## src/logic/hdm_map.svh

```systemverilog
// offsets, field values and timing counts of the pattern and audio source
`ifndef HDM_MAP_SVH
`define HDM_MAP_SVH

`define HDM_CLK_HZ        40000000
`define HDM_MODES         5
// timing words: hact, hfp, hsync, hbp, vact, vfp, vsync, vbp
`define HDM_TIM0          96'h280_010_060_030_1e0_00a_002_021
`define HDM_TIM1          96'h2d0_010_03e_03c_1e0_009_006_01e
`define HDM_TIM2          96'h400_018_088_0a0_300_003_006_01d
`define HDM_TIM3          96'h500_030_070_0f8_400_001_003_026
`define HDM_TIM4          96'h780_058_02c_094_438_004_005_024

`define HDM_I2C_HZ        100000
`define HDM_I2C_QTR       (`HDM_CLK_HZ / (4 * `HDM_I2C_HZ))
`define HDM_TX_ADDR       8'h72
`define HDM_REG_AUD_VID   8'h15
`define HDM_REG_FMT       8'haf
`define HDM_CFG_LEN       8
`define HDM_CFG0          16'h4110
`define HDM_CFG1          16'h9803
`define HDM_CFG2          {`HDM_REG_AUD_VID, 8'h20}
`define HDM_CFG3          16'h1630
`define HDM_CFG4          {`HDM_REG_FMT, 8'h16}
`define HDM_CFG5          16'h0a01
`define HDM_CFG6          16'h0218
`define HDM_CFG7          16'h0c84

`define HDM_AUD_FS_HZ     48000
`define HDM_AUD_FS_MAX_HZ 192000
`define HDM_AUD_CH        2
`define HDM_AUD_BITS      16
`define HDM_BCLK_HZ       (`HDM_AUD_FS_HZ * `HDM_AUD_CH * `HDM_AUD_BITS)
`define HDM_NCO_STEP      (64'd2 * `HDM_BCLK_HZ * 64'h1_0000_0000 / `HDM_CLK_HZ)
`define HDM_SINE_LEN      16

`define HDM_DEB_MS        20
`define HDM_DEB_CYC       (`HDM_DEB_MS * (`HDM_CLK_HZ / 1000))

`endif

```

## src/logic/hdm_pkg.sv

```systemverilog
// types shared by the pattern and audio source
package hdm_pkg;

  typedef struct packed {
    logic [11:0] hact;
    logic [11:0] hfp;
    logic [11:0] hsw;
    logic [11:0] hbp;
    logic [11:0] vact;
    logic [11:0] vfp;
    logic [11:0] vsw;
    logic [11:0] vbp;
  } hdm_tim_t;

  typedef struct packed {
    logic [7:0] r;
    logic [7:0] g;
    logic [7:0] b;
  } hdm_rgb_t;

  typedef struct packed {
    logic     de;
    logic     hs;
    logic     vs;
    hdm_rgb_t rgb;
  } hdm_vid_t;

  typedef enum logic [1:0] {MST_RUN = 2'h0, MST_REQ = 2'h1, MST_DROP = 2'h3, MST_LOCK = 2'h2} hdm_mst_t;
  typedef enum logic [1:0] {CST_IDLE = 2'h0, CST_SEND = 2'h1, CST_WAIT = 2'h3, CST_DONE = 2'h2} hdm_cst_t;
  typedef enum logic [1:0] {IST_IDLE = 2'h0, IST_START = 2'h1, IST_BITS = 2'h3, IST_STOP = 2'h2} hdm_ist_t;

endpackage : hdm_pkg

```

## src/logic/hdm_i2c_wr.sv

```systemverilog
// i2c master that writes one three-byte frame: address, register, data
`timescale 1ns/1ps
`include "hdm_map.svh"

module hdm_i2c_wr #(
  parameter int QTR = `HDM_I2C_QTR
) (
  input  wire logic        clk_i,
  input  wire logic        rst_i,
  input  wire logic        ce_i,
  input  wire logic        start_i,
  input  wire logic [23:0] frame_i,
  input  wire logic        scl_i,
  input  wire logic        sda_i,
  output logic             busy_o,
  output logic             done_o,
  output logic             nack_o,
  output logic             scl_o,
  output logic             scl_oe_o,
  output logic             sda_o,
  output logic             sda_oe_o
);

  logic [1:0]       meta_q, sync_q;
  hdm_pkg::hdm_ist_t st_q, st_d;
  logic [1:0]       ph_q, ph_d;
  logic [7:0]       div_q, div_d;
  logic [26:0]      sh_q, sh_d;
  logic [4:0]       cnt_q, cnt_d;
  logic             nack_q, nack_d, scl_q, scl_d, sda_q, sda_d;
  logic             tick, scl_hi, sda_hi;

  assign scl_hi = sync_q[1];
  assign sda_hi = sync_q[0];
  // clock stretching holds the high phase until the line really is high
  assign tick   = (div_q == 8'(QTR - 1)) && !(st_q == hdm_pkg::IST_BITS && ph_q == 2'h2 && !scl_hi);

  always_comb begin
    st_d   = st_q;
    ph_d   = ph_q;
    sh_d   = sh_q;
    cnt_d  = cnt_q;
    nack_d = nack_q;
    scl_d  = scl_q;
    sda_d  = sda_q;
    div_d  = (st_q == hdm_pkg::IST_IDLE || div_q == 8'(QTR - 1)) ? 8'h00 : div_q + 8'h01;
    done_o = 1'b0;
    case (st_q)
      hdm_pkg::IST_IDLE: begin
        if (start_i) begin
          sh_d   = {frame_i[23:16], 1'b1, frame_i[15:8], 1'b1, frame_i[7:0], 1'b1};
          cnt_d  = 5'h00;
          nack_d = 1'b0;
          ph_d   = 2'h0;
          st_d   = hdm_pkg::IST_START;
        end
      end
      hdm_pkg::IST_START: if (tick) begin
        if (ph_q == 2'h0) begin
          sda_d = 1'b1;
          ph_d  = 2'h1;
        end else begin
          scl_d = 1'b1;
          ph_d  = 2'h0;
          st_d  = hdm_pkg::IST_BITS;
        end
      end
      hdm_pkg::IST_BITS: if (tick) begin
        ph_d = ph_q + 2'h1;
        case (ph_q)
          2'h0: sda_d = ~sh_q[26];
          2'h1: scl_d = 1'b0;
          2'h2: if ((cnt_q == 5'd8 || cnt_q == 5'd17 || cnt_q == 5'd26) && sda_hi) nack_d = 1'b1;
          default: begin
            scl_d = 1'b1;
            sh_d  = {sh_q[25:0], 1'b1};
            cnt_d = cnt_q + 5'h01;
            if (cnt_q == 5'd26) begin
              st_d = hdm_pkg::IST_STOP;
            end
          end
        endcase
      end
      hdm_pkg::IST_STOP: if (tick) begin
        ph_d = ph_q + 2'h1;
        case (ph_q)
          2'h0: sda_d = 1'b1;
          2'h1: scl_d = 1'b0;
          default: begin
            sda_d  = 1'b0;
            ph_d   = 2'h0;
            done_o = 1'b1;
            st_d   = hdm_pkg::IST_IDLE;
          end
        endcase
      end
      default: st_d = hdm_pkg::IST_IDLE;
    endcase
  end

  always_ff @(posedge clk_i) begin
    if (rst_i) begin
      meta_q <= 2'h3;
      sync_q <= 2'h3;
      st_q   <= hdm_pkg::IST_IDLE;
      ph_q   <= 2'h0;
      div_q  <= 8'h00;
      sh_q   <= '1;
      cnt_q  <= 5'h00;
      nack_q <= 1'b0;
      scl_q  <= 1'b0;
      sda_q  <= 1'b0;
    end else if (ce_i) begin
      meta_q <= {scl_i, sda_i};
      sync_q <= meta_q;
      st_q   <= st_d;
      ph_q   <= ph_d;
      div_q  <= div_d;
      sh_q   <= sh_d;
      cnt_q  <= cnt_d;
      nack_q <= nack_d;
      scl_q  <= scl_d;
      sda_q  <= sda_d;
    end
  end

  assign busy_o   = (st_q != hdm_pkg::IST_IDLE);
  assign nack_o   = nack_q;
  assign scl_o    = 1'b0;
  assign sda_o    = 1'b0;
  assign scl_oe_o = scl_q;
  assign sda_oe_o = sda_q;

endmodule : hdm_i2c_wr

```

## src/logic/hdm_src.sv

```systemverilog
// video pattern, mode stepping, i2s tone and transmitter setup
// Behaviour
// RQ1: each pixel is 24 bits, red in 23:16, green in 15:8, blue in 7:0, no subsampling.
// RQ2: the active timing is one of five built-in 60 Hz progressive modes, ids 0 to 4.
// RQ3: each press of the mode step button moves to the next mode, wrapping after the last. Presses while the pll retunes or within DEB_CYC are ignored.
// RQ4: a mode change asks the pixel clock pll to retune to the new mode's pixel clock.
// RQ5: the transmitter is set up over i2c before video and audio are expected from it. Only audio waits for cfg_done_o; video starts at pll lock.
// RQ6: a hot plug detect interrupt reruns the whole i2c setup sequence.
// RQ7: the setup writes the video format and audio rate register 0x15 and the format register 0xaf.
// RQ8: tone samples are sent only while the audio enable switch is on, silence otherwise.
// RQ9: audio leaves as standard i2s with 16 bits per channel.
// RQ10: each sample is shifted out most significant bit first.
// RQ11: the sample rate is 48 kHz and the bit clock is derived from it.
// RQ12: samples come from a table of precomputed sine values.
// RQ13: the stream keeps to two channels and a rate no higher than 192 kHz.
// RQ14: after a mode change video stays blanked until pll lock, then restarts at a new frame.
`timescale 1ns/1ps
`include "hdm_map.svh"

module hdm_src #(
  parameter int DEB_CYC = `HDM_DEB_CYC,
  parameter int I2C_QTR = `HDM_I2C_QTR
) (
  input  wire logic         clk_i,
  input  wire logic         rst_i,
  input  wire logic         ce_i,
  input  wire logic         pix_clk_i,
  input  wire logic         pll_locked_i,
  input  wire logic         mode_step_button_n_i,
  input  wire logic         audio_enable_switch_i,
  input  wire logic         hpd_int_n_i,
  input  wire logic         scl_i,
  input  wire logic         sda_i,
  output hdm_pkg::hdm_vid_t vid_o,
  output logic              pll_reconfig_o,
  output logic [2:0]        pll_mode_o,
  output logic              cfg_done_o,
  output logic              i2s_bclk_o,
  output logic              i2s_lrclk_o,
  output logic              i2s_sd_o,
  output logic              scl_o,
  output logic              scl_oe_o,
  output logic              sda_o,
  output logic              sda_oe_o
);

  localparam logic [15:0] CFG [`HDM_CFG_LEN] = '{`HDM_CFG0, `HDM_CFG1, `HDM_CFG2, `HDM_CFG3,
                                                `HDM_CFG4, `HDM_CFG5, `HDM_CFG6, `HDM_CFG7};
  localparam logic [15:0] SINE [`HDM_SINE_LEN] = '{16'h0000, 16'h187e, 16'h2d41, 16'h3b21,
                                                  16'h4000, 16'h3b21, 16'h2d41, 16'h187e,
                                                  16'h0000, 16'he782, 16'hd2bf, 16'hc4df,
                                                  16'hc000, 16'hc4df, 16'hd2bf, 16'he782};
  localparam logic [32:0] NCO_STEP = 33'(`HDM_NCO_STEP);

  // input synchronisers: {hpd_n, switch, button_n, locked, pix_clk}
  logic [4:0] meta_q, sync_q, prev_q;
  logic       pix_rise, btn_press, hpd_event, locked, aud_sw;

  always_ff @(posedge clk_i) begin
    if (rst_i) begin
      meta_q <= 5'h14;
      sync_q <= 5'h14;
      prev_q <= 5'h14;
    end else if (ce_i) begin
      meta_q <= {hpd_int_n_i, audio_enable_switch_i, mode_step_button_n_i, pll_locked_i, pix_clk_i};
      sync_q <= meta_q;
      prev_q <= sync_q;
    end
  end

  assign pix_rise  = sync_q[0] & ~prev_q[0];
  assign locked    = sync_q[1];
  assign btn_press = ~sync_q[2] & prev_q[2];
  assign aud_sw    = sync_q[3];
  assign hpd_event = ~sync_q[4] & prev_q[4];

  // mode control and pll retune handshake
  hdm_pkg::hdm_mst_t mst_q, mst_d;
  logic [2:0]        mode_q, mode_d;
  logic [19:0]       deb_q, deb_d;

  always_comb begin
    mst_d  = mst_q;
    mode_d = mode_q;
    deb_d  = (deb_q != 20'h00000) ? deb_q - 20'h00001 : deb_q;
    case (mst_q)
      hdm_pkg::MST_RUN: begin
        if (btn_press && deb_q == 20'h00000) begin
          deb_d  = 20'(DEB_CYC);
          mode_d = (mode_q == 3'(`HDM_MODES - 1)) ? 3'h0 : mode_q + 3'h1; // RQ3
          mst_d  = hdm_pkg::MST_REQ;
        end
      end
      hdm_pkg::MST_REQ:  mst_d = hdm_pkg::MST_DROP; // RQ4
      hdm_pkg::MST_DROP: if (!locked) mst_d = hdm_pkg::MST_LOCK;
      hdm_pkg::MST_LOCK: if (locked) mst_d = hdm_pkg::MST_RUN; // RQ14
      default:           mst_d = hdm_pkg::MST_LOCK;
    endcase
  end

  always_ff @(posedge clk_i) begin
    if (rst_i) begin
      mst_q  <= hdm_pkg::MST_LOCK;
      mode_q <= 3'h0;
      deb_q  <= 20'h00000;
    end else if (ce_i) begin
      mst_q  <= mst_d;
      mode_q <= mode_d;
      deb_q  <= deb_d;
    end
  end

  assign pll_reconfig_o = (mst_q == hdm_pkg::MST_REQ); // RQ4
  assign pll_mode_o     = mode_q;

  // timing generator and colour bar pattern
  function automatic hdm_pkg::hdm_tim_t tim_sel(input logic [2:0] m);
    case (m) // RQ2
      3'h0:    tim_sel = hdm_pkg::hdm_tim_t'(`HDM_TIM0);
      3'h1:    tim_sel = hdm_pkg::hdm_tim_t'(`HDM_TIM1);
      3'h2:    tim_sel = hdm_pkg::hdm_tim_t'(`HDM_TIM2);
      3'h3:    tim_sel = hdm_pkg::hdm_tim_t'(`HDM_TIM3);
      default: tim_sel = hdm_pkg::hdm_tim_t'(`HDM_TIM4);
    endcase
  endfunction : tim_sel

  hdm_pkg::hdm_tim_t tim;
  hdm_pkg::hdm_vid_t vid_q, vid_d;
  logic [11:0]       h_q, h_d, v_q, v_d, htot, vtot, hs0, vs0;
  logic [2:0]        bar;

  assign tim  = tim_sel(mode_q);
  assign htot = tim.hact + tim.hfp + tim.hsw + tim.hbp;
  assign vtot = tim.vact + tim.vfp + tim.vsw + tim.vbp;
  assign hs0  = tim.hact + tim.hfp;
  assign vs0  = tim.vact + tim.vfp;
  assign bar  = h_q[9:7];

  always_comb begin
    h_d   = h_q;
    v_d   = v_q;
    vid_d = vid_q;
    if (mst_q != hdm_pkg::MST_RUN) begin
      h_d   = 12'h000; // RQ14
      v_d   = 12'h000;
      vid_d = '0;
    end else if (pix_rise) begin
      vid_d.de    = (h_q < tim.hact) && (v_q < tim.vact);
      vid_d.hs    = (h_q >= hs0) && (h_q < hs0 + tim.hsw);
      vid_d.vs    = (v_q >= vs0) && (v_q < vs0 + tim.vsw);
      vid_d.rgb.r = vid_d.de ? {8{bar[2]}} : 8'h00; // RQ1
      vid_d.rgb.g = vid_d.de ? {8{bar[1]}} : 8'h00;
      vid_d.rgb.b = vid_d.de ? {8{bar[0]}} : 8'h00;
      if (h_q == htot - 12'h001) begin
        h_d = 12'h000;
        v_d = (v_q == vtot - 12'h001) ? 12'h000 : v_q + 12'h001;
      end else begin
        h_d = h_q + 12'h001;
      end
    end
  end

  always_ff @(posedge clk_i) begin
    if (rst_i) begin
      h_q   <= 12'h000;
      v_q   <= 12'h000;
      vid_q <= '0;
    end else if (ce_i) begin
      h_q   <= h_d;
      v_q   <= v_d;
      vid_q <= vid_d;
    end
  end

  assign vid_o = vid_q;

  // transmitter setup sequencer
  hdm_pkg::hdm_cst_t cst_q, cst_d;
  logic [2:0]        cidx_q, cidx_d;
  logic              pend_q, pend_d, i2c_start, i2c_done, i2c_nack;

  always_comb begin
    cst_d     = cst_q;
    cidx_d    = cidx_q;
    pend_d    = pend_q | hpd_event; // RQ6
    i2c_start = 1'b0;
    case (cst_q)
      hdm_pkg::CST_IDLE: cst_d = hdm_pkg::CST_SEND;
      hdm_pkg::CST_SEND: begin
        i2c_start = 1'b1; // RQ5
        cst_d     = hdm_pkg::CST_WAIT;
      end
      hdm_pkg::CST_WAIT: begin
        if (i2c_done) begin
          cst_d = hdm_pkg::CST_SEND;
          if (!i2c_nack) begin
            if (cidx_q == 3'(`HDM_CFG_LEN - 1)) begin
              cst_d = hdm_pkg::CST_DONE;
            end else begin
              cidx_d = cidx_q + 3'h1; // RQ7
            end
          end
        end
      end
      hdm_pkg::CST_DONE: begin
        if (pend_q) begin
          pend_d = hpd_event; // RQ6
          cidx_d = 3'h0;
          cst_d  = hdm_pkg::CST_SEND;
        end
      end
      default: cst_d = hdm_pkg::CST_IDLE;
    endcase
  end

  always_ff @(posedge clk_i) begin
    if (rst_i) begin
      cst_q  <= hdm_pkg::CST_IDLE;
      cidx_q <= 3'h0;
      pend_q <= 1'b0;
    end else if (ce_i) begin
      cst_q  <= cst_d;
      cidx_q <= cidx_d;
      pend_q <= pend_d;
    end
  end

  assign cfg_done_o = (cst_q == hdm_pkg::CST_DONE);

  hdm_i2c_wr #(
    .QTR      (I2C_QTR)
  ) u_i2c (
    .clk_i    (clk_i),
    .rst_i    (rst_i),
    .ce_i     (ce_i),
    .start_i  (i2c_start),
    .frame_i  ({`HDM_TX_ADDR, CFG[cidx_q]}),
    .scl_i    (scl_i),
    .sda_i    (sda_i),
    .busy_o   (),
    .done_o   (i2c_done),
    .nack_o   (i2c_nack),
    .scl_o    (scl_o),
    .scl_oe_o (scl_oe_o),
    .sda_o    (sda_o),
    .sda_oe_o (sda_oe_o)
  );

  // i2s tone generator, bit clock from a phase accumulator
  logic [31:0] acc_q, acc_d;
  logic        carry, aud_on;
  logic        bclk_q, bclk_d, lr_q, lr_d, sd_q, sd_d;
  logic [4:0]  bcnt_q, bcnt_d, pos;
  logic [3:0]  sidx_q, sidx_d;
  logic [15:0] samp_q, samp_d;

  assign aud_on = aud_sw && cfg_done_o; // RQ8

  always_comb begin
    {carry, acc_d} = {1'b0, acc_q} + NCO_STEP; // RQ11
    bclk_d = bclk_q;
    bcnt_d = bcnt_q;
    lr_d   = lr_q;
    sd_d   = sd_q;
    sidx_d = sidx_q;
    samp_d = samp_q;
    pos    = bcnt_q;
    if (carry) begin
      bclk_d = ~bclk_q;
      if (bclk_q) begin
        // falling edge: two 16-bit slots per frame, data one bit behind word select
        bcnt_d = bcnt_q + 5'h01; // RQ13
        pos    = bcnt_d - 5'h01;
        lr_d   = bcnt_d[4]; // RQ9
        sd_d   = aud_on ? samp_q[4'(4'hf - pos[3:0])] : 1'b0; // RQ10
        if (bcnt_d == 5'h00) begin
          samp_d = aud_on ? SINE[sidx_q] : 16'h0000; // RQ12
          sidx_d = aud_on ? sidx_q + 4'h1 : sidx_q;
        end
      end
    end
  end

  always_ff @(posedge clk_i) begin
    if (rst_i) begin
      acc_q  <= 32'h00000000;
      bclk_q <= 1'b0;
      bcnt_q <= 5'h00;
      lr_q   <= 1'b0;
      sd_q   <= 1'b0;
      sidx_q <= 4'h0;
      samp_q <= 16'h0000;
    end else if (ce_i) begin
      acc_q  <= acc_d;
      bclk_q <= bclk_d;
      bcnt_q <= bcnt_d;
      lr_q   <= lr_d;
      sd_q   <= sd_d;
      sidx_q <= sidx_d;
      samp_q <= samp_d;
    end
  end

  assign i2s_bclk_o  = bclk_q;
  assign i2s_lrclk_o = lr_q;
  assign i2s_sd_o    = sd_q;

endmodule : hdm_src

```

## config.mk

```make
export PLATFORM = sky130hd
export DESIGN_NAME = hdm_src
export DESIGN_NICKNAME = d
export VERILOG_FILES = /design/src/logic/hdm_pkg.sv /design/src/logic/hdm_i2c_wr.sv /design/src/logic/hdm_src.sv
export VERILOG_INCLUDE_DIRS = /design/src /design/src/logic
export SDC_FILE = /design/constraint.sdc
export NUM_CORES = 1
export LEC_CHECK = 0
export ABC_AREA = 1
export ABC_CLOCK_PERIOD_IN_PS = 4380
export BUFFER_PORTS_ARGS = -buffer_cell sky130_fd_sc_hd__buf_2
export CAP_MARGIN = 20
export CORE_MARGIN = 10
export CORE_UTILIZATION = 45
export DETAILED_ROUTE_END_ITERATION = 10
export GPL_ROUTABILITY_DRIVEN = 1
export HOLD_SLACK_MARGIN = 0.12
export SYNTH_ARGS = -nofsm -noshare
export SYNTH_HDL_FRONTEND = slang
export SYNTH_SLANG_ARGS = --single-unit
```

## constraint.sdc

```tcl
create_clock -name clk_i -period 4.38 [get_ports clk_i]
set_input_delay 0.219 -clock clk_i [delete_from_list [all_inputs] [get_ports clk_i]]
set_output_delay 0.219 -clock clk_i [all_outputs]
set_load 0.02 [all_outputs]
```

==> results of run 1 <==
==> power by group <==
group	internal (mW)	switching [mW]
logic	0.548	0.855
registers	1.80	0.186
clock network	0.775	0.772
==> path summary, 6_finish.rpt <==
check | start | end | cells after the start
max | pll_mode_o[0] | v_q[1] | 27
min reg2reg | u_i2c.scl_oe_o | u_i2c.scl_oe_o | 2
max reg2reg | pll_mode_o[0] | v_q[1] | 27
min | rst_i | acc_q[21] | 2
==> cell families (layout without fill, tap and decap cells) <==
logic type	after synthesis	after routing	synth area share, %
other	2	4	0.0613
AO/OA/AOI/OAI	355	355	16.3
AND/OR/NAND/NOR	724	725	26.7
buffers and inverters	299	391	10.1
adder cells (fa/ha/maj)	132	132	13.6
flip-flops	175	175	28.6
XOR/XNOR	63	63	4.73
==> routing by layer <==
| metal | wire length, um | global-route usage (%) | part of all wire, % |
|---|---|---|---|
| met1 | 15000 | 23.0 | 48 |
| met4 | 416 | 4.55 | 1.3 |
| met3 | 749 | 2.21 | 2.4 |
| met2 | 14800 | 31.1 | 48 |
| met5 | 0 | 0 | 0 |
==> registers in the layout, summed over array words and instances, names as in the netlist, 5 cells and up <==
name / cells
acc_q: 28
u_i2c.sh_q: 26
deb_q: 20
h_q: 12
samp_q: 12
v_q: 12
u_i2c.div_q: 8
vid_o: 6
meta_q: 5
sync_q: 5
u_i2c.cnt_q: 5
==> what timing repair did <==
action / in CTS / in global routing
pin swaps: 17 / 37
gates resized for setup: 31 / 51
hold buffers: 7 / 0
hold endpoints to repair: 7 / 0
gates cloned: 1 / 1
setup endpoints to repair: 22 / 24
setup buffers: 6 / 4
==> worst register-to-register path: stages, from the launching register on <==
cell and delay [ns]:
sky130_fd_sc_hd__dfxtp_4 0.40, sky130_fd_sc_hd__ha_4 0.16, sky130_fd_sc_hd__ha_4 0.14, sky130_fd_sc_hd__buf_4 0.13, sky130_fd_sc_hd__ha_2 0.18, sky130_fd_sc_hd__inv_1 0.04
sky130_fd_sc_hd__ha_1 0.18, sky130_fd_sc_hd__or2_4 0.26, sky130_fd_sc_hd__nand4_1 0.11, sky130_fd_sc_hd__nand2_2 0.09, sky130_fd_sc_hd__xnor2_2 0.16, sky130_fd_sc_hd__ha_1 0.32
sky130_fd_sc_hd__inv_2 0.08, sky130_fd_sc_hd__ha_4 0.20, sky130_fd_sc_hd__ha_4 0.30, sky130_fd_sc_hd__nand2_2 0.05, sky130_fd_sc_hd__inv_1 0.06, sky130_fd_sc_hd__nand4_1 0.09
sky130_fd_sc_hd__nand3_2 0.12, sky130_fd_sc_hd__xnor2_2 0.13, sky130_fd_sc_hd__xor2_1 0.17, sky130_fd_sc_hd__nand3_1 0.10, sky130_fd_sc_hd__nor2_2 0.15, sky130_fd_sc_hd__nand3_4 0.14
sky130_fd_sc_hd__buf_4 0.16, sky130_fd_sc_hd__buf_6 0.12, sky130_fd_sc_hd__nand3b_1 0.15, sky130_fd_sc_hd__nand2_1 0.07
==> layout by cell type (no fill, tap or decap), types with 46 or more instances in the layout <==
master	instances
sky130_fd_sc_hd__a21oi_1	161
sky130_fd_sc_hd__buf_4	74
sky130_fd_sc_hd__dfxtp_1	172
sky130_fd_sc_hd__ha_1	108
sky130_fd_sc_hd__inv_1	206
sky130_fd_sc_hd__nand2_1	295
sky130_fd_sc_hd__nand3_1	93
sky130_fd_sc_hd__nor2_1	178
sky130_fd_sc_hd__nor3_1	46
sky130_fd_sc_hd__o21ai_0	107
==> area by class of cell <==
class	count	area (um2)	area share, %
multi-input combinational	1279	8000	55.6
sequential	175	3510	24.4
timing repair buffer	133	972	6.76
inverter	226	860	5.98
tap	341	427	2.97
clock buffer	17	425	2.96
clock inverter	15	181	1.26
==> flow_results.org, run 1 <==
** Synthesis
- Yosys printed 0 warnings.
- Synth top cells by count :: sky130_fd_sc_hd__nand2_1 (303), sky130_fd_sc_hd__inv_1 (213), sky130_fd_sc_hd__nor2_1 (185)
- The top cell type by area accounts for 28.6% of the synthesized area.
- The share of the Yosys chip area taken by registers is 28.6%.
- Cell with the most instances after synthesis :: sky130_fd_sc_hd__nand2_1
- FF+latch count, synth :: 175
- Number of distinct library cell variants in the gate-level netlist after synthesis :: 58
- Each instance of the synthesized netlist takes up on average 7.00 um2.
- Synthesis produced a netlist whose cell count is 1750.
- Number of synthesized flops with an enable pin :: 0
- Of all flip-flops after synthesis, the portion carrying an async set or reset was 0%.
- Top flip-flop cell by instance count after synthesis :: sky130_fd_sc_hd__dfxtp_1
- The mapped netlist covers 12300 um2.
- Cell type contributing the most total cell area after synthesis :: sky130_fd_sc_hd__dfxtp_1
- Leading cell types by total area after synthesis :: sky130_fd_sc_hd__dfxtp_1 (29%), sky130_fd_sc_hd__ha_1 (13%), sky130_fd_sc_hd__nand2_1 (9.3%), sky130_fd_sc_hd__a21oi_1 (6.8%), sky130_fd_sc_hd__inv_1 (6.5%)

** Global routing
- Vias in the first global route :: 10950
- First-pass GRT wire length :: 51400 um
- Entering global routing, the biggest net connects 57 pins.
- The initial antenna violation count came to 0.
- Overall Global Routing Usage :: 18.0%
- Global routing finished with a remaining overflow of 0.

** Finish
- The finished cells cover 14400 um2.
- In the final design database the tool counted 1974 nets.
- Cells with a size suffix above 1 make up between 10% and 20% of the layout.
- The repair_antennas step left the layout with diodes totalling 0.
- Cells fill 53.5% of the core in the end.
- Compared with the post-synthesis result, the final layout area differs by 17.3%.
- # fillers :: 2637
- Post-Layout Cell Count :: 2186

** Worst setup path
- By instance count, the cell type seen most on the critical path is sky130_fd_sc_hd__ha_4.
- Worst EP required :: 4.75 ns
- Cell with the largest stage delay on the worst path :: sky130_fd_sc_hd__dfxtp_4
- Critical path capture point type :: flip-flop
- Maximum fanout count along the critical path :: 5
- The critical path is of the reg -> reg type.
- The cell family contributing the most delay on the critical path is adder cells.
- CP startpoint kind :: flip-flop
- The setup check on the worst reg-to-reg path leaves a slack of roughly 0.050 ns.
- Number of buffer and inverter stages on the critical path :: 6
- Delay of the slowest cell on the worst path :: 0.40 ns
- Data arrives at the worst endpoint at 4.70 ns.

** Route
- Vias post-DR :: 11398
- Residual DRC count :: 0
- Dividing the detail-routed via count by the number of cells gives around 5.2.
- Initial DRT Pass Iterations :: 5
- The routed design has 31000 um of wire.
- Dividing the detail-routed wire length by the instance count gives 14.2 um.
- Remaining antenna violation count :: 0
- Drt first-iter violations :: 581

** Timing
- At the pin with the least slew margin, the transition time is 0.793 ns.
- The clock period could shrink to between 4 and 5 ns.
- Maximum clock frequency :: about 230 MHz
- Setup violations remaining at the end of the flow were counted as 0.
- Final setup slack of the worst path :: 0.0499 ns
- The number of hold-slack violations in the final timing report is 0.
- Setup repair after global routing could not meet its margin everywhere.
- The number of pins with negative max-slew slack in the final report came to 0.
- Hold timing on the final database bottoms out at a slack of between 0.15 and 0.2 ns.
- Portion of the clock cycle consumed by the worst path in the final layout :: between 90% and 100%
- Between clock sinks in the finished design, the worst skew comes to roughly 0.031 ns.
- Total negative slack :: 0 ns
- The worst pin sits at a relative slew slack of 47.0%.

** Place
- In this run the cell area measured after placement is 13100 um2.
- Post-detailed-placement half-perimeter wirelength :: 22500 um
- Post-placement worst setup slack :: -0.187 ns
- GPL Wtd Cong :: 0.886
- Total instance count after detailed placement :: 2135
- Input and output buffers added on the ports amount to 46.

** Floorplanning
- Die W :: 185 um
- After floorplanning, the core was divided into 60 placement rows.
- The die covers 34200 um2.
- I/O pin total :: 49
- Initial cell density of the core :: between 40% and 50%
- Vertical die dimension :: 185 um
- The region available for standard cell placement spans 26900 um2.

** Clocking
- Clock transition time at the flip-flop clock pins of the worst setup and hold paths :: 0.08 ns
- TritonCTS built the clock tree.
- TritonCTS Sinks :: 175
- Number of H-tree levels :: 4
- The number of clock buffers added by TritonCTS is 17.
- Maximum clock insertion buffer count :: 2
- The later pin in the worst-skew pair is clocked with a latency of 0.45 ns.
- In this run the clock root is driven by a sky130_fd_sc_hd__clkbuf_16.

** Power
- Tot Pwr :: just under 5 mW
- Across the VDD grid, the largest voltage drop is 0.265 mV.
- Ratio of total power to cell area :: roughly 340 nW/um2
- LEAKAGE :: ~6.6 nW

** Min path
- The min-delay analysis places its worst path in the category in -> reg.

** Job
- Number of max-capacitance violations reported :: 0

** Status
- Status :: finished clean
Power figures use the tool's default switching activity.
==> run 2, diff against run 1 <==
Settings changed: ABC_AREA 1 to not set.
==> run 2 against run 1 <==
- the flow now finishes with violations (negative setup slack)
- global-route usage is 0.24 points lower
- synthesized area decreased by 2.2%
- final cell count down 10%
- total power fell by 14%
- synthesized cell count decreased by 16%
- count of clock-buffer cells in the layout rose by 1
- critical path type unchanged
- largest cell class unchanged
==> flow_results.org, run 2 <==
** Status
- Status :: complete, but fails checks
- Violated checks :: negative setup slack

** Finish
- Commonest cells after routing, fill and taps aside :: sky130_fd_sc_hd__dfxtp_1 (172), sky130_fd_sc_hd__nor2_1 (156), sky130_fd_sc_hd__buf_4 (135)
- The largest registers in the layout are acc_q (28), u_i2c.sh_q (26), deb_q (20).
- Largest register FFs :: 28 (unchanged)
- Number of nets in the layout :: 1758 (-11%)
- The number of fill cells is 2379 (-9.8%).
- Post-Layout Cell Count :: 1964 (-10%)
- Register with the most flip-flops :: acc_q
- Fraction of layout instances using a drive strength above 1 :: 22.1% (+6.7 points)
- Area growth syn-to-layout :: 22.8%
- Leaving out fill and tap cells, the most frequent cell in the layout is sky130_fd_sc_hd__dfxtp_1.
- Total inserted antenna cells :: 0 (unchanged)

** Min path
- The path class of the tightest hold or removal check is in -> reg.

** Floorplanning
- The number of standard-cell rows in the floorplan was 59 (-1.7%).
- Die W :: 183 um (-0.99%)
- Vertical die dimension :: 183 um (-0.99%)
- The floorplan core area came to 26100 um2 (-2.8%).
- The number of placed I/O pins was 49 (unchanged).
- The die outline area came to 33500 um2 (-2.0%).
- Initial cell density of the core :: 45.8% (+0.26 points)

** Power
- Tot Pwr :: 4.22 mW (-14%)
- The power density over the cells came to 287 nW/um2 (-16%).
- Power share of the combinational group :: 20.1% (-8.3 points)
- Clock share of power :: 36.0% (+4.6 points)
- Worst IR Drop VDD :: 0.224 mV (-15%)
- Switching share of power :: 32.3% (-4.4 points)
- The sequential cell fraction of total power was 43.8% (+3.6 points).
- Net switching power of the design :: 1.37 mW (-25%)
- The internal power contribution was 2.86 mW (-8.5%).
- The static leakage was 6.21 nW (-5.2%).

** Clocking
- The total CTS buffers came to 17 (unchanged).
- The clock slew at the register clock pins of the worst setup and hold paths is 0.08 ns (about the same).
- Number of H-tree levels :: 4 (unchanged)
- TritonCTS Sinks :: 175 (unchanged)
- CTS root buffer :: sky130_fd_sc_hd__clkbuf_16
- TritonCTS built the clock tree.
- Maximum clock insertion buffer count :: 2 (unchanged)
- Skew-Pair Late Insertion Delay :: 0.44 ns (about the same)

** Timing
- The smallest hold slack was 0.292 ns (+0.111 ns).
- Setup repair after global routing could not meet its margin everywhere.
- Final setup slack of the worst path :: -0.562 ns (-0.611 ns)
- Portion of the clock cycle consumed by the worst path in the final layout :: 113% (+14 points)
- Actual transition at the worst max-transition pin :: 0.974 ns (+0.180 ns)
- The number of hold-slack violations in the final timing report was 0 (unchanged).
- Maximum clock frequency :: 202 MHz (-12%)
- Max-slew violation total from the final report :: 0 (unchanged)
- The final-report setup violation count was 24 (+24).
- The post-route minimum period is 4.94 ns (+0.611 ns).
- Worst slew margin relative to its limit :: 35.1% (-12 points)
- The maximum clock skew at final layout came to 0.0110 ns (-0.0202 ns).

** Worst setup path
- For this design, the slowest cell found on the critical path is sky130_fd_sc_hd__a2111o_1.
- Maximum fanout count along the critical path :: 7 (+2)
- Delay of the slowest cell on the worst path :: 0.44 ns (+0.04 ns)
- Worst EP required :: 4.68 ns (-0.07 ns)
- The cell that appears most often on the critical path is sky130_fd_sc_hd__ha_4.
- The number of buffers and inverters on the critical path came to 5 (-1).
- Crit Path Class :: reg -> reg
- The signal on the critical path passes through buf_12 > ha_4 > buf_6 > or3b_4 > or3_4 > and2_4 > buf_6 > xor2_2 > ha_2 > inv_2 > ha_4 > ha_4 > nand2_4 > a311oi_4 > a2111oi_2 > a311oi_2 > nand3_1 > a2111o_1 > o211a_4 > buf_12 > o21ai_2 > a21oi_1.
- STA classifies the critical path endpoint as a flip-flop.
- The arrival time at the worst endpoint is 5.24 ns (+0.54 ns).
- The worst setup path is launched from a flip-flop.
- Gate family responsible for the most delay along the worst path :: compound AO/OA/AOI/OAI gates

** Global routing
- Number of antenna violations at the first check in global routing :: 0 (unchanged)
- The number of global-route vias before repair was 10176 (-7.1%).
- First-pass GRT wire length :: 50200 um (-2.3%)
- The overall track demand over capacity in global routing was 17.7% (-0.24 points).
- Overflow after GRT :: 0 (unchanged)
- Maximum number of pins on one net before global-route repair :: 61 (+7.0%)

** Synthesis
- FF+latch count, synth :: 175 (unchanged)
- Top flip-flop cell by instance count after synthesis :: sky130_fd_sc_hd__dfxtp_1
- Mux contribution to synthesized area :: 3.75% (+3.7 points)
- The post-synthesis cell count is 1477 (-16%).
- Adder-Cell Fraction of Synth Area :: 14.0% (+0.39 points)
- Leading cell types by total area after synthesis :: sky130_fd_sc_hd__dfxtp_1 (29%), sky130_fd_sc_hd__ha_1 (14%), sky130_fd_sc_hd__nor2_1 (5.2%), sky130_fd_sc_hd__xnor2_1 (4.7%), sky130_fd_sc_hd__nand2_1 (4.0%)
- Cell with the most instances after synthesis :: sky130_fd_sc_hd__dfxtp_1
- The sequential element share of the synthesized area came to 29.2% (+0.65 points).
- XOR/XNOR share of the synthesized area :: 7.50% (+2.8 points)
- Area share of the leading cell type in the synthesized netlist :: 29.2% (+0.65 points)
- The number of synthesized flops with an enable pin was 0 (unchanged).
- Synth top cells by count :: sky130_fd_sc_hd__dfxtp_1 (175), sky130_fd_sc_hd__nor2_1 (167), sky130_fd_sc_hd__ha_1 (130)
- The complex-gate fraction of the synthesized area was 17.2% (+0.90 points).
- Cell type contributing the most total cell area after synthesis :: sky130_fd_sc_hd__dfxtp_1
- Yosys synthesis warning count :: 0 (unchanged)
- The count of distinct cell types in the synthesized netlist is 92 (+59%).
- Asr flop ratio synth :: 0% (unchanged)
- The synthesized cell area is 12000 um2 (-2.2%).
- The post-synthesis simple-gate area fraction was 21.8% (-4.8 points).
- Dominant combinational cell family by area after synthesis :: simple AND/OR/NAND/NOR gates
- Average instance area after synthesis :: 8.11 um2 (+16%)

** Route
- The average routed wire per standard cell was 15.5 um (+9.1%).
- Remaining antenna violation count :: 0 (unchanged)
- Final routed wirelength across all metal layers :: 30400 um (-2.0%)
- The detailed-route DRC error count came to 0 (unchanged).
- The via count normalized by instance count came to 5.41 (+3.7%).
- The DRC marker count from the first detailed-route iteration came to 614 (+5.7%).
- The total number of vias came to 10624 (-6.8%).
- The number of iterations in the first detailed-routing pass came to 6 (+1).

** Place
- GPL Wtd Cong :: 0.859 (-3.0%)
- The half-perimeter wire length after detailed placement is 21900 um (-2.8%).
- Total instance count after detailed placement :: 1901 (-11%)
- The setup slack at placement is -0.668 ns (-0.481 ns).
- Port-buffer cells :: 46 (unchanged)

** Job
- The max-capacitance violation count is 0 (unchanged).
-- run 2: cell count changes after synthesis, moves of 13 or more --
cell and delta:
sky130_fd_sc_hd__nand2_1 -174, sky130_fd_sc_hd__inv_1 -121, sky130_fd_sc_hd__a21oi_1 -96, sky130_fd_sc_hd__nand3_1 -47
sky130_fd_sc_hd__xnor2_1 +44, sky130_fd_sc_hd__mux2i_1 +28, sky130_fd_sc_hd__o21ai_0 -26, sky130_fd_sc_hd__or3_1 +21
sky130_fd_sc_hd__nand2b_1 +19, sky130_fd_sc_hd__nor2_1 -18, sky130_fd_sc_hd__nor2b_1 +17, sky130_fd_sc_hd__nand4_1 -15
sky130_fd_sc_hd__a31oi_1 +14, sky130_fd_sc_hd__nor4_1 +13
-- run 2: power by group through the flow --
stage / combinational (mW) / clock, mW / sequential [mW]
2_1_floorplan: 0.676 / 0 / 1.85
3_3_place_gp: 0.820 / 0 / 1.88
3_5_place_dp: 0.835 / 0 / 1.88
4_1_cts: 0.849 / 1.55 / 1.85
5_1_grt: 0.975 / 1.62 / 1.87
6_report: 0.850 / 1.52 / 1.85
-- run 2: repair_timing --
item                                    in CTS  in global routing
hold buffers                                 7                  0
buffers inserted                            10                 13
endpoints found under the setup margin      24                 24
pin swaps                                   20                 40
endpoints found under the hold margin        7                  0
cloned                                       0                  1
resized for setup                           32                 62
-- run 2: layer usage --
| layer | wire length, um | vias up | track usage [%] |
|---|---|---|---|
| met5 | 0 | - | 0 |
| met4 | 286 | 0 | 4.30 |
| met3 | 735 | 21 | 2.25 |
| met2 | 14800 | 119 | 30.5 |
| met1 | 14500 | 5027 | 23.0 |
| li1 | - | 5457 | - |
-- run 2: path summary, 6_finish.rpt --
kind	depth (start not counted)	to	start	slack [ns]
max reg2reg	22	v_q[10]	pll_mode_o[1]	-0.56
min reg2reg	2	deb_q[18]	deb_q[18]	0.46
max	22	v_q[10]	pll_mode_o[1]	-0.56
min	2	sidx_q[1]	rst_i	0.29
-- run 2: kinds of logic after synthesis --
logic type      count (synthesis)
compound gates                316
xor+xnor                      101
fa+ha+maj                     133
buf+inv                       177
flops                         175
mux                            37
other cells                     2
simple gates                  536
-- run 2: final cells by class --
class                      count  area, um2  share of cell area, %
multi-input combinational   1128       8340                   56.7
clock inverter                14        146                  0.995
inverter                      95        364                   2.48
clock buffer                  18        439                   2.99
timing repair buffer         199       1480                   10.1
sequential                   175       3510                   23.9
tap                          335        419                   2.85
-- run 2: through the flow --
stage	setup TNS, ns	util (%)	area (um2)
final	-11.58	56.3	14700
after global routing	-15.83	56.3	14700
after floorplan	-9.51	-	12200
after CTS	-12.25	54.6	14300
after global placement	-11.38	51.1	13400
after detailed placement	-13.62	51.1	13400
